File: config.mk
export PLATFORM = sky130hd
export DESIGN_NAME = uart_frac_baud_and_transmitter
export DESIGN_NICKNAME = d
export VERILOG_FILES = /design/src/uart_tx_pkg.sv /design/src/uart_frac_baud_and_transmitter.sv
export SDC_FILE = /design/constraint.sdc
export NUM_CORES = 1
export LEC_CHECK = 0
export BUFFER_PORTS_ARGS = -buffer_cell sky130_fd_sc_hd__buf_4
export CAP_MARGIN = 20
export CORE_UTILIZATION = 40
export CTS_CLUSTER_SIZE = 24
export DETAILED_ROUTE_END_ITERATION = 8
export SETUP_SLACK_MARGIN = 0.15
export SLEW_MARGIN = 30
export SYNTH_ARGS = -nofsm -noshare
export SYNTH_HDL_FRONTEND = slang
export SYNTH_SLANG_ARGS = --single-unit
export TNS_END_PERCENT = 1
File: constraint.sdc
create_clock -name i_mclk -period 3.71 [get_ports i_mclk]
set_input_delay 0.5565 -clock i_mclk [delete_from_list [all_inputs] [get_ports i_mclk]]
set_output_delay 0.5565 -clock i_mclk [all_outputs]
set_load 0.01 [all_outputs]
File: src/uart_tx_pkg.sv
// Shared constants and types for the fractional baud generator and transmitter
package uart_tx_pkg;

  // Sampling mode codes in bits 5:4 of the divisor fraction value
  localparam logic [1:0] MODE_16X = 2'h0;
  localparam logic [1:0] MODE_8X  = 2'h1;
  localparam logic [1:0] MODE_4X  = 2'h2;

  // Sampling clock periods per serial bit
  localparam logic [4:0] TICKS_16X = 5'h10;
  localparam logic [4:0] TICKS_8X  = 5'h08;
  localparam logic [4:0] TICKS_4X  = 5'h04;

  // Field positions inside the divisor fraction value
  localparam int FRAC_LSB = 0;
  localparam int FRAC_W   = 4;
  localparam int MODE_LSB = 4;

  // Prescaler divide-by-4 terminal count
  localparam logic [1:0] PRESCALE_LAST = 2'h3;

  // Values after reset
  localparam logic [1:0]  PRE_CNT_RST  = 2'h0;
  localparam logic [16:0] PERIOD_RST   = 17'h00001;
  localparam logic [16:0] BAUD_CNT_RST = 17'h00001;
  localparam logic [3:0]  FRAC_ACC_RST = 4'h0;
  localparam logic [4:0]  SUB_CNT_RST  = 5'h00;
  localparam logic [2:0]  BITS_RST     = 3'h0;
  localparam logic [7:0]  SHIFT_RST    = 8'h00;

  // Line control fields sampled at the start of every frame
  typedef struct packed {
    logic [1:0] word_len;    // 0..3 selects 5..8 data bits
    logic       stop_two;    // 1: two stop bits
    logic       parity_en;   // 1: parity bit follows the data
    logic       parity_even; // 1: even parity, 0: odd parity
  } line_ctrl_t;

  localparam line_ctrl_t LINE_CTRL_RST = 5'h00;

  typedef enum logic [4:0] {
    TX_IDLE   = 5'h01,
    TX_START  = 5'h02,
    TX_DATA   = 5'h04,
    TX_PARITY = 5'h08,
    TX_STOP   = 5'h10
  } tx_state_t;

endpackage

File: src/uart_frac_baud_and_transmitter.sv
// Transmit FIFO plus fractional baud generator and serial transmitter
`timescale 1ns/10ps

module tx_byte_fifo #(
  parameter int WIDTH = 8,
  parameter int DEPTH = 16
) (
  input  wire logic             i_mclk,    // Clock
  input  wire logic             i_nrst,    // Sync reset, active low
  input  wire logic             i_single,  // Hold at most one entry
  input  wire logic             i_valid,   // Write request
  input  wire logic [WIDTH-1:0] i_data,    // Write data
  output logic                  o_ready,   // Write would be taken
  output logic                  o_valid,   // Head entry present
  output logic      [WIDTH-1:0] o_data,    // Head entry
  input  wire logic             i_ready    // Head entry consumed
);
  localparam int AW = $clog2(DEPTH);

  logic [WIDTH-1:0] mem [DEPTH];
  logic [AW-1:0]    wr_ptr_reg;
  logic [AW-1:0]    rd_ptr_reg;
  logic [AW:0]      count_reg;
  logic [AW:0]      count_next;
  logic             push;
  logic             pop;

  assign push = i_valid && o_ready;
  assign pop  = i_ready && o_valid;
  assign o_data = mem[rd_ptr_reg];

  always_comb begin
    count_next = count_reg;
    if (push && !pop) begin
      count_next = count_reg + 1'b1;
    end else if (pop && !push) begin
      count_next = count_reg - 1'b1;
    end
  end

  always_ff @(posedge i_mclk) begin
    if (push) begin
      mem[wr_ptr_reg] <= i_data;
    end
  end

  // Pointer wrap assumes a power-of-two depth
  always_ff @(posedge i_mclk) begin
    if (!i_nrst) begin
      wr_ptr_reg <= '0;
      rd_ptr_reg <= '0;
      count_reg  <= '0;
    end else begin
      if (push) begin
        wr_ptr_reg <= wr_ptr_reg + 1'b1;
      end
      if (pop) begin
        rd_ptr_reg <= rd_ptr_reg + 1'b1;
      end
      count_reg <= count_next;
    end
  end

  // Flags registered from the next count so they are honest at once
  always_ff @(posedge i_mclk) begin
    if (!i_nrst) begin
      o_ready <= 1'b0;
      o_valid <= 1'b0;
    end else begin
      o_ready <= i_single ? (count_next == '0) : (count_next != (AW+1)'(DEPTH));
      o_valid <= (count_next != '0);
    end
  end
endmodule

// Overview of operation
// Fraction field bits 5:4 pick 16X, 8X or 4X sampling clock.
// Sampling clock is prescaled clock divided by integer plus fraction sixteenths.
// Integer divisor is 16 bits, high byte and low byte inputs.
// Software programs fraction as rounded sixteenths of the required divisor.
// In 4X mode odd nonzero fractions may jitter the bit by one eighth.
// Shift register of 8 bits fed from a 64-byte FIFO behind holding register.
// A bit lasts 16, 8 or 4 sampling periods per mode.
// Frame is start, data bits, optional parity, then stop bits.
// Data leaves least significant bit first.
// With FIFO enabled every holding write stores and advances the write pointer; here a write while the FIFO is full is refused (o_holding_ready low).
// Without FIFO the host writes one byte and waits for empty.
// Holding-empty flag sets when the held byte moves into the shifter.
// Transmit-empty interrupt follows holding-empty only while its enable is set.
// Shifter-empty flag sets once the last stop bit has gone.
// Modem control bit 7 selects a prescaler of 1 or 4.
// In 8X mode odd nonzero fractions may jitter the bit by one sixteenth.
// Fraction is four low bits; divisor of zero acts as one.
// Line control fields come from outside and are sampled per frame.
module uart_frac_baud_and_transmitter #(
  parameter int FIFO_DEPTH = 64
) (
  input  wire logic                   i_mclk,          // Crystal or external clock
  input  wire logic                   i_nrst,          // Sync reset, active low
  input  wire logic                   i_holding_wr,    // Write strobe, tx_holding
  input  wire logic [7:0]             i_holding_data,  // Byte for tx_holding
  input  wire logic [7:0]             i_divisor_low,   // Divisor low byte
  input  wire logic [7:0]             i_divisor_high,  // Divisor high byte
  input  wire logic [7:0]             i_divisor_frac,  // Fraction and mode
  input  wire logic                   i_prescale_div4, // modem_control bit 7
  input  wire logic                   i_fifo_enable,   // fifo_control bit 0
  input  wire logic                   i_tx_int_enable, // interrupt_enable bit 1
  input  wire uart_tx_pkg::line_ctrl_t i_line_ctrl,    // Frame format
  output logic                        o_holding_ready, // Holding write accepted
  output logic                        o_txd,           // Serial output
  output logic                        o_holding_empty, // line_status bit 5
  output logic                        o_shifter_empty, // line_status bit 6
  output logic                        o_tx_empty_int   // interrupt_status bit 1
);
  logic [1:0]  pre_cnt_reg;
  logic        pre_tick;
  logic [15:0] int_div;
  logic [15:0] int_eff;
  logic [3:0]  frac;
  logic [1:0]  mode;
  logic [16:0] period_reg;
  logic [16:0] baud_cnt_reg;
  logic [3:0]  frac_acc_reg;
  logic [4:0]  frac_sum;
  logic        samp_tick;

  assign int_div  = {i_divisor_high, i_divisor_low};
  assign int_eff  = (int_div == 16'h0000) ? 16'h0001 : int_div;
  assign frac     = i_divisor_frac[uart_tx_pkg::FRAC_LSB +: uart_tx_pkg::FRAC_W];
  assign mode     = i_divisor_frac[uart_tx_pkg::MODE_LSB +: 2];
  assign frac_sum = {1'b0, frac_acc_reg} + {1'b0, frac};

  // Prescaler runs free; divide by 4 emits every fourth clock
  always_ff @(posedge i_mclk) begin
    if (!i_nrst) begin
      pre_cnt_reg <= uart_tx_pkg::PRE_CNT_RST;
    end else begin
      pre_cnt_reg <= pre_cnt_reg + 2'h1;
    end
  end

  assign pre_tick = i_prescale_div4 ? (pre_cnt_reg == uart_tx_pkg::PRESCALE_LAST) : 1'b1;
  assign samp_tick = pre_tick && (baud_cnt_reg >= period_reg);

  // Fraction carry stretches one period by one prescaled tick: average int + frac/16
  always_ff @(posedge i_mclk) begin
    if (!i_nrst) begin
      baud_cnt_reg <= uart_tx_pkg::BAUD_CNT_RST;
      period_reg   <= uart_tx_pkg::PERIOD_RST;
      frac_acc_reg <= uart_tx_pkg::FRAC_ACC_RST;
    end else if (samp_tick) begin
      baud_cnt_reg <= uart_tx_pkg::BAUD_CNT_RST;
      frac_acc_reg <= frac_sum[3:0];
      period_reg   <= {1'b0, int_eff} + {16'h0000, frac_sum[4]};
    end else if (pre_tick) begin
      baud_cnt_reg <= baud_cnt_reg + 17'h00001;
    end
  end

  // Checks the period loaded at a tick; a live divisor change only affects the next load
  jitter_bound_a: assert property (@(posedge i_mclk) disable iff (!i_nrst)
    samp_tick |=> (period_reg == {1'b0, $past(int_eff)})
                  || (period_reg == {1'b0, $past(int_eff)} + 17'h00001))
    else $error("Sampling period outside integer divisor plus one");
  prescale_gap_a: assert property (@(posedge i_mclk) disable iff (!i_nrst)
    (samp_tick && i_prescale_div4) |=> ((!samp_tick || !i_prescale_div4) [*3]))
    else $error("Divide-by-4 prescaler ticked too soon");

  // FIFO behind the holding register
  logic       f_valid;
  logic [7:0] f_data;
  logic       f_pop;

  tx_byte_fifo #(
    .WIDTH (8),
    .DEPTH (FIFO_DEPTH)
  ) u_fifo (
    .i_mclk   (i_mclk),
    .i_nrst   (i_nrst),
    .i_single (!i_fifo_enable),
    .i_valid  (i_holding_wr),
    .i_data   (i_holding_data),
    .o_ready  (o_holding_ready),
    .o_valid  (f_valid),
    .o_data   (f_data),
    .i_ready  (f_pop)
  );

  fifo_advance_a: assert property (@(posedge i_mclk) disable iff (!i_nrst)
    (i_fifo_enable && i_holding_wr && o_holding_ready && !f_valid) |=> f_valid)
    else $error("Accepted holding write did not reach the FIFO");

  // Transmitter
  uart_tx_pkg::tx_state_t  state_reg;
  uart_tx_pkg::line_ctrl_t lc_reg;
  logic [7:0]  shift_reg;
  logic [2:0]  bits_left_reg;
  logic        stop_left_reg;
  logic        parity_reg;
  logic [4:0]  sub_cnt_reg;
  logic [4:0]  bit_len;
  logic        bit_end;
  logic        frame_done;
  logic [7:0]  load_mask;
  logic        load;

  always_comb begin
    case (mode)
      uart_tx_pkg::MODE_8X: bit_len = uart_tx_pkg::TICKS_8X;
      uart_tx_pkg::MODE_4X: bit_len = uart_tx_pkg::TICKS_4X;
      default:              bit_len = uart_tx_pkg::TICKS_16X;
    endcase
  end

  assign bit_end    = samp_tick && (sub_cnt_reg == bit_len - 5'h01);
  assign frame_done = (state_reg == uart_tx_pkg::TX_STOP) && bit_end && !stop_left_reg;
  assign load       = f_valid && ((state_reg == uart_tx_pkg::TX_IDLE) || frame_done);
  assign f_pop      = load;
  assign load_mask  = 8'hFF >> (2'h3 - i_line_ctrl.word_len);

  // Sampling ticks within the current bit; restarts with each frame
  always_ff @(posedge i_mclk) begin
    if (!i_nrst || load || state_reg == uart_tx_pkg::TX_IDLE) begin
      sub_cnt_reg <= uart_tx_pkg::SUB_CNT_RST;
    end else if (bit_end) begin
      sub_cnt_reg <= uart_tx_pkg::SUB_CNT_RST;
    end else if (samp_tick) begin
      sub_cnt_reg <= sub_cnt_reg + 5'h01;
    end
  end

  always_ff @(posedge i_mclk) begin
    if (!i_nrst) begin
      state_reg     <= uart_tx_pkg::TX_IDLE;
      lc_reg        <= uart_tx_pkg::LINE_CTRL_RST;
      shift_reg     <= uart_tx_pkg::SHIFT_RST;
      bits_left_reg <= uart_tx_pkg::BITS_RST;
      stop_left_reg <= 1'b0;
      parity_reg    <= 1'b0;
      o_txd         <= 1'b1;
    end else if (load) begin
      state_reg  <= uart_tx_pkg::TX_START;
      lc_reg     <= i_line_ctrl;
      shift_reg  <= f_data & load_mask;
      parity_reg <= (^(f_data & load_mask)) ^ !i_line_ctrl.parity_even;
      o_txd      <= 1'b0;
    end else if (bit_end) begin
      case (state_reg)
        uart_tx_pkg::TX_START: begin
          state_reg     <= uart_tx_pkg::TX_DATA;
          bits_left_reg <= {1'b0, lc_reg.word_len} + 3'h4;
          o_txd         <= shift_reg[0];
        end
        uart_tx_pkg::TX_DATA: begin
          if (bits_left_reg == 3'h0) begin
            if (lc_reg.parity_en) begin
              state_reg <= uart_tx_pkg::TX_PARITY;
              o_txd     <= parity_reg;
            end else begin
              state_reg     <= uart_tx_pkg::TX_STOP;
              stop_left_reg <= lc_reg.stop_two;
              o_txd         <= 1'b1;
            end
          end else begin
            bits_left_reg <= bits_left_reg - 3'h1;
            shift_reg     <= shift_reg >> 1;
            o_txd         <= shift_reg[1];
          end
        end
        uart_tx_pkg::TX_PARITY: begin
          state_reg     <= uart_tx_pkg::TX_STOP;
          stop_left_reg <= lc_reg.stop_two;
          o_txd         <= 1'b1;
        end
        uart_tx_pkg::TX_STOP: begin
          if (stop_left_reg) begin
            stop_left_reg <= 1'b0;
          end else begin
            state_reg <= uart_tx_pkg::TX_IDLE;
          end
          o_txd <= 1'b1;
        end
        default: begin
          state_reg <= uart_tx_pkg::TX_IDLE;
          o_txd     <= 1'b1;
        end
      endcase
    end
  end

  start_low_a: assert property (@(posedge i_mclk) disable iff (!i_nrst)
    (state_reg == uart_tx_pkg::TX_START) |-> !o_txd)
    else $error("Start bit not low");
  stop_high_a: assert property (@(posedge i_mclk) disable iff (!i_nrst)
    (state_reg == uart_tx_pkg::TX_STOP || state_reg == uart_tx_pkg::TX_IDLE) |-> o_txd)
    else $error("Stop or idle line not high");
  lsb_first_a: assert property (@(posedge i_mclk) disable iff (!i_nrst)
    (state_reg == uart_tx_pkg::TX_START && bit_end)
      |=> (o_txd == $past(shift_reg[0])))
    else $error("First data bit is not bit 0");
  bit_length_a: assert property (@(posedge i_mclk) disable iff (!i_nrst)
    bit_end |-> (sub_cnt_reg + 5'h01 == bit_len))
    else $error("Bit ended at wrong sampling count");

  // Status flags; holding empties two cycles after the last held byte enters the shifter
  always_ff @(posedge i_mclk) begin
    if (!i_nrst) begin
      o_holding_empty <= 1'b1;
      o_shifter_empty <= 1'b1;
      o_tx_empty_int  <= 1'b0;
    end else begin
      o_holding_empty <= !f_valid;
      o_shifter_empty <= !f_valid && (state_reg == uart_tx_pkg::TX_IDLE);
      o_tx_empty_int  <= o_holding_empty && i_tx_int_enable;
    end
  end

  holding_empty_a: assert property (@(posedge i_mclk) disable iff (!i_nrst)
    (load && !i_fifo_enable) |=> ##1 o_holding_empty)
    else $error("Holding empty not set after transfer to shifter");
  tx_int_gate_a: assert property (@(posedge i_mclk) disable iff (!i_nrst)
    o_tx_empty_int |-> ($past(o_holding_empty) && $past(i_tx_int_enable)))
    else $error("Transmit-empty interrupt without flag and enable");
  // A write taken on the last stop bit starts a new frame, so it is excluded
  shifter_empty_a: assert property (@(posedge i_mclk) disable iff (!i_nrst)
    (frame_done && !f_valid && !(i_holding_wr && o_holding_ready)) |=> ##1 o_shifter_empty)
    else $error("Shifter empty not set after last stop bit");
endmodule

==> impl_metrics.tcl, run 1 <==
set metrics [dict create \
    fin_crit_ns 3.40 \
    r2r_slack_ns 0.31 \
    hp-class "input pin to flip-flop" \
    seq_area_sq_um 17300 \
    grtUsageTotal 0.181 \
    antenna_cells 0 \
    min_from "i_tx_int_enable" \
    tns_ns 0 \
    crit_type "flip-flop to flip-flop" \
    dp_cells 2379 \
    grt_max_degree 65 \
    io_buffers 45 \
    whs_endpoint "o_tx_empty_int" \
    syn_nets 1551 \
    setup_slack_ns 0.314 \
    synth_cell_types 64 \
    fp.dieH_microns 251 \
    worstPathArrival_ns 3.88 \
    rsz0062_at_grt "yes" \
    maxCapViolCount 0 \
    ys_dominant_reg_cell "edfxtp_1" \
    cp.required_ns 4.19 \
    design.die.area_sq_um 63100 \
    start_util 0.404 \
    final_nets 1687 \
    cts_sinks 610 \
    async_flop_share 0 \
    worstMarginPinSlew_ns 1.07 \
    p_leak_uw 0.00933 \
    reg2regPathDepth 12 \
    gp_congestion 0.829 \
    htree_levels 3 \
    dr_total_vias 13500 \
    via_per_inst 5.39 \
    first_iter_violations 1248 \
    postCtsSetupRepairBufs 0 \
    wl_per_cell_microns 22.5 \
    synth_edf_count 512 \
    clockBufferDepth 3 \
    first_global_vias 13500 \
    worstPathMaxFanout 28 \
    numCtsBuffers 66 \
    mostFrequentLayoutCells "edfxtp_1, nor2_1, mux4_2" \
    syn-cell-area_sq_um 24900 \
    fillers 5161 \
    ys_seq_area_frac 0.697 \
    final_common_cell "edfxtp_1" \
    synth.avg_cell_area_sq_um 16.9 \
    worstHoldPathCells 2 \
    peakVddDrop_v 0.000311 \
    cts_hold_buf 0 \
    clkTransAtPathRegs_ns 0.05 \
    synth_warnings 0 \
    fin_skew_ns 0.0280 \
    synthCells 1474 \
    worstSetupEndpointType "flip-flop" \
    status "finished clean" \
    clk_latency_ns 0.61 \
    setup_viol 0 \
    detail-route-antenna-nets 0 \
    power.density_nw_per_um2 618 \
    start_kind "flip-flop" \
    cts_resized 0 \
    die_w_microns 251 \
    r2r-end "parity_reg" \
    core_sq_um 61600 \
    tritoncts "done" \
    period_share 0.915 \
    routed_wl_microns 56100 \
    fp-row-count 91 \
    grt_pass1_wl_microns 84300 \
    syn2layout_area_growth_pct 16.2 \
    io_pins 48 \
    largest_register_ffs 512 \
    hold_viol 0 \
    multi_input_area_sq_um 7090 \
    synth_seq_cells 610 \
    first_pass_iters 6 \
    relSlewSlack 0.288 \
    overflow 0 \
    drc 0 \
    drive_above_1_share 0.236 \
    finalMaxSlewViolations 0 \
    cts-root-buf "clkbuf_16" \
    fin_cells 2495 \
    grt_antenna_before_repair 0 \
    dp_hpwl_microns 35300 \
    clock.fmax_mhz 294 \
    dp_slack_ns 0.276 \
]
## final cells by class
type / count / area share
clock buffers: 85 / 0.0615
clock inverters: 31 / 0.0126
inverters: 31 / 0.00403
multi-input cells: 762 / 0.246
flip-flops and latches: 610 / 0.600
well taps: 837 / 0.0363
repair buffers: 139 / 0.0396
## where the power goes
| group | internal [uW] | switching, uW | total [uW] |
|---|---|---|---|
| clock | 3880 | 2650 | 6530 |
| sequential | 7650 | 213 | 7860 |
| combinational | 1670 | 1790 | 3450 |
## worst max-delay path, cell delays in order (launching register included)
cell and delay, ns:
dfxtp_4 0.54, buf_12 0.29, mux4_2 0.59, mux4_2 0.47
mux2i_1 0.22, nand2_1 0.09, o21ai_1 0.22, xnor2_1 0.18
xnor2_1 0.15, xnor2_1 0.15, xnor2_1 0.14, o21ai_1 0.07
and2_1 0.15
## cell families after synthesis
family                   Yosys count  synth area share
AO/OA/AOI/OAI                    144            0.0390
XOR/XNOR                          62            0.0218
adder cells (fa/ha/maj)           34            0.0174
buffers and inverters            102            0.0178
flip-flops                       610             0.697
multiplexers                     173             0.143
AND/OR/NAND/NOR                  349            0.0637
## cells in the mapped netlist, types with 26 or more instances
master	instances	area [sq um]
dfxtp_1	98	1960
mux4_2	145	3270
xor2_1	34	298
nor2_1	160	601
nand2_1	75	282
nand3_1	26	130
ha_1	33	413
xnor2_1	28	245
edfxtp_1	512	15400
inv_1	30	113
clkbuf_1	44	165
a21oi_1	33	165
## stage by stage
step,instance area [sq um],power (uW),util,hold slack (ns)
after floorplan,24900,10400,-,0.399
after global placement,26700,11400,0.434,0.406
after detailed placement,26700,11500,0.434,0.412
after CTS,28900,18000,0.469,0.171
after global routing,28900,18600,0.469,0.199
final,28900,17800,0.469,0.204
## routing by layer
| layer | routed length, microns | vias up | track usage |
|---|---|---|---|
| met4 | 1340 | 0 | 0.0620 |
| met5 | 0 | - | 0 |
| met2 | 26300 | 462 | 0.284 |
| li1 | - | 6060 | - |
| met1 | 24300 | 6852 | 0.249 |
| met3 | 4200 | 79 | 0.0417 |
## how the worst max path moves through the flow
| stage | startpoint | to | slack, ns | cells past startpoint |
|---|---|---|---|---|
| after CTS | flip-flop | parity_reg | 0.26 | 12 |
| after global routing | flip-flop | parity_reg | 0.12 | 12 |
| after global placement | flip-flop | parity_reg | 0.27 | 12 |
| after detailed placement | flip-flop | parity_reg | 0.28 | 12 |
| final | flip-flop | parity_reg | 0.31 | 12 |
| after floorplan | baud_cnt_reg[2] | u_fifo.o_valid | 0.62 | 12 |
(Power assumes the default switching activity.)
==> run 2, diff against run 1 <==
==> constraint.sdc (replaced) <==
create_clock -name i_mclk -period 3.71 [get_ports i_mclk]
set_input_delay 0.742 -clock i_mclk [delete_from_list [all_inputs] [get_ports i_mclk]]
set_output_delay 0.742 -clock i_mclk [all_outputs]
set_load 0.01 [all_outputs]
==> run 2 against run 1 <==
  * Sequential share of layout area rose by 0.46 points
  * Critical path depth fell by 1
  * Final cell count did not move
  * Sequential power barely moved
  * Largest cell class unchanged
  * Critical path type unchanged
  * First-iteration DRC count fell by 1.8%
==> impl_metrics.tcl, run 2 (synthesis results as in run 1) <==
set metrics [dict create \
    status "finished clean" \
    numCtsBuffers 61 \
    maxCapViolCount 0 \
    syn2layout_area_growth_pct 15.3 \
    crit_top_cell "xnor2_1" \
    worstHoldPathCells 2 \
    fin_cells 2495 \
    clk_latency_ns 0.65 \
    power.density_nw_per_um2 597 \
    setup_viol 0 \
    postCtsSetupRepairBufs 0 \
    worstPathArrival_ns 3.91 \
    first_global_vias 13500 \
    finalMaxSlewViolations 0 \
    drc 0 \
    detail-route-antenna-nets 0 \
    p_leak_uw 0.00922 \
    fp.dieH_microns 251 \
    clkTransAtPathRegs_ns 0.07 \
    grt_max_degree 65 \
    overflow 0 \
    drive_above_1_share 0.233 \
    routed_wl_microns 56600 \
    cts-root-buf "clkbuf_16" \
    fin_crit_ns 3.36 \
    dp_cells 2383 \
    largest_register_ffs 512 \
    first_pass_iters 5 \
    holdWs_ns 0.363 \
    placed_area_sq_um 26800 \
    final_nets 1686 \
    worstPathMaxFanout 30 \
    grtUsageTotal 0.181 \
    cts_resized 0 \
    core_sq_um 61600 \
    dp_hpwl_microns 35600 \
    fp-row-count 91 \
    start_kind "flip-flop" \
    tritoncts "done" \
    clock.fmax_mhz 297 \
    cp.required_ns 4.25 \
    start_util 0.404 \
    min_from "i_tx_int_enable" \
    seq_area_sq_um 17300 \
    dr_total_vias 13400 \
    peakVddDrop_v 0.000338 \
    r2r_slack_ns 0.35 \
    mostFrequentLayoutCells "edfxtp_1, nor2_1, mux4_2" \
    multi_input_area_sq_um 7090 \
    clockBufferDepth 3 \
    io_pins 48 \
    grt_antenna_before_repair 0 \
    worstMarginPinSlew_ns 1.05 \
    cts_sinks 610 \
    crit_type "flip-flop to flip-flop" \
    cpMaxStageDelayCell "dfxtp_4" \
    rsz0062_at_grt "no" \
    fin_area_sq_um 28700 \
    cp_cell_sequence "buf_12 -> mux4_2 -> mux2i_1 -> o221ai_1 -> a211o_1 -> xnor2_1 -> xnor2_1 -> xnor2_1 -> xnor2_1 -> o21ai_1 -> and2_1" \
    design.die.area_sq_um 63100 \
    fillers 5277 \
    final_core_util 0.465 \
    worstSetupEndpointType "flip-flop" \
    reg2regPathDepth 11 \
    first_iter_violations 1226 \
    relSlewSlack 0.298 \
    io_buffers 45 \
    final_common_cell "edfxtp_1" \
    period_share 0.907 \
    die_w_microns 251 \
    hp-class "input pin to flip-flop" \
    wl_per_cell_microns 22.7 \
    via_per_inst 5.38 \
    fin_skew_ns 0.0427 \
    whs_endpoint "o_tx_empty_int" \
    tns_ns 0 \
    htree_levels 2 \
    crit_buf_inv 1 \
    cp_top_family "multiplexers" \
    r2r-end "parity_reg" \
    grt_pass1_wl_microns 85100 \
    cts_hold_buf 0 \
    cp_slowest_stage_delay_ns 0.57 \
    gp_congestion 0.836 \
    antenna_cells 0 \
    hold_viol 0 \
]
==> run 2: cell count changes in the layout (fill, tap and decap cells not counted), sizes merged <==
cell / before / now
buf: 139 / 143
bufinv: 7 / 3
clkbuf: 85 / 79
clkinv: 20 / 24
clkinvlp: 3 / 5
==> run 2: cell type report <==
class,instances,share of cell area
Clock buffer,79,0.0556
Clock inverter,33,0.0102
Inverter,31,0.00406
Multi-Input combinational cell,762,0.247
Sequential cell,610,0.605
Tap cell,837,0.0365
Timing Repair Buffer,143,0.0413
==> run 2: layer usage <==
layer / vias to the layer above / part of all wire / track usage / wire, microns
li1: 6034 / - / - / -
met5: - / 0 / 0 / 0
met4: 0 / 0.024 / 0.0474 / 1330
met3: 88 / 0.058 / 0.0347 / 3270
met2: 345 / 0.48 / 0.294 / 27300
met1: 6944 / 0.44 / 0.251 / 24700
==> run 2: worst max-delay path by stage <==
stage	start	end	slack, ns	cells past startpoint
2_1_floorplan	baud_cnt_reg[2]	u_fifo.o_valid	0.62	12
3_3_place_gp	i_divisor_frac[4]	u_fifo.o_valid	0.23	12
3_5_place_dp	i_divisor_frac[4]	u_fifo.o_valid	0.21	12
4_1_cts	flip-flop	parity_reg	0.30	12
5_1_grt	flip-flop	parity_reg	0.15	13
6_report	flip-flop	parity_reg	0.35	11
==> run 2: power by group <==
group,total (uW),switching [uW],leakage (uW),internal [uW]
logic,3430,1770,0.00292,1650
registers,7870,225,0.00540,7650
clock network,5800,2560,0.000900,3240
total,17100,4560,0.00922,12500
==> run 2: per-stage QoR <==
step	setup slack (ns)	total power [uW]
6_report	0.346	17100
5_1_grt	0.152	17900
4_1_cts	0.296	17300
3_5_place_dp	0.214	11500
3_3_place_gp	0.229	11400
2_1_floorplan	0.621	10400
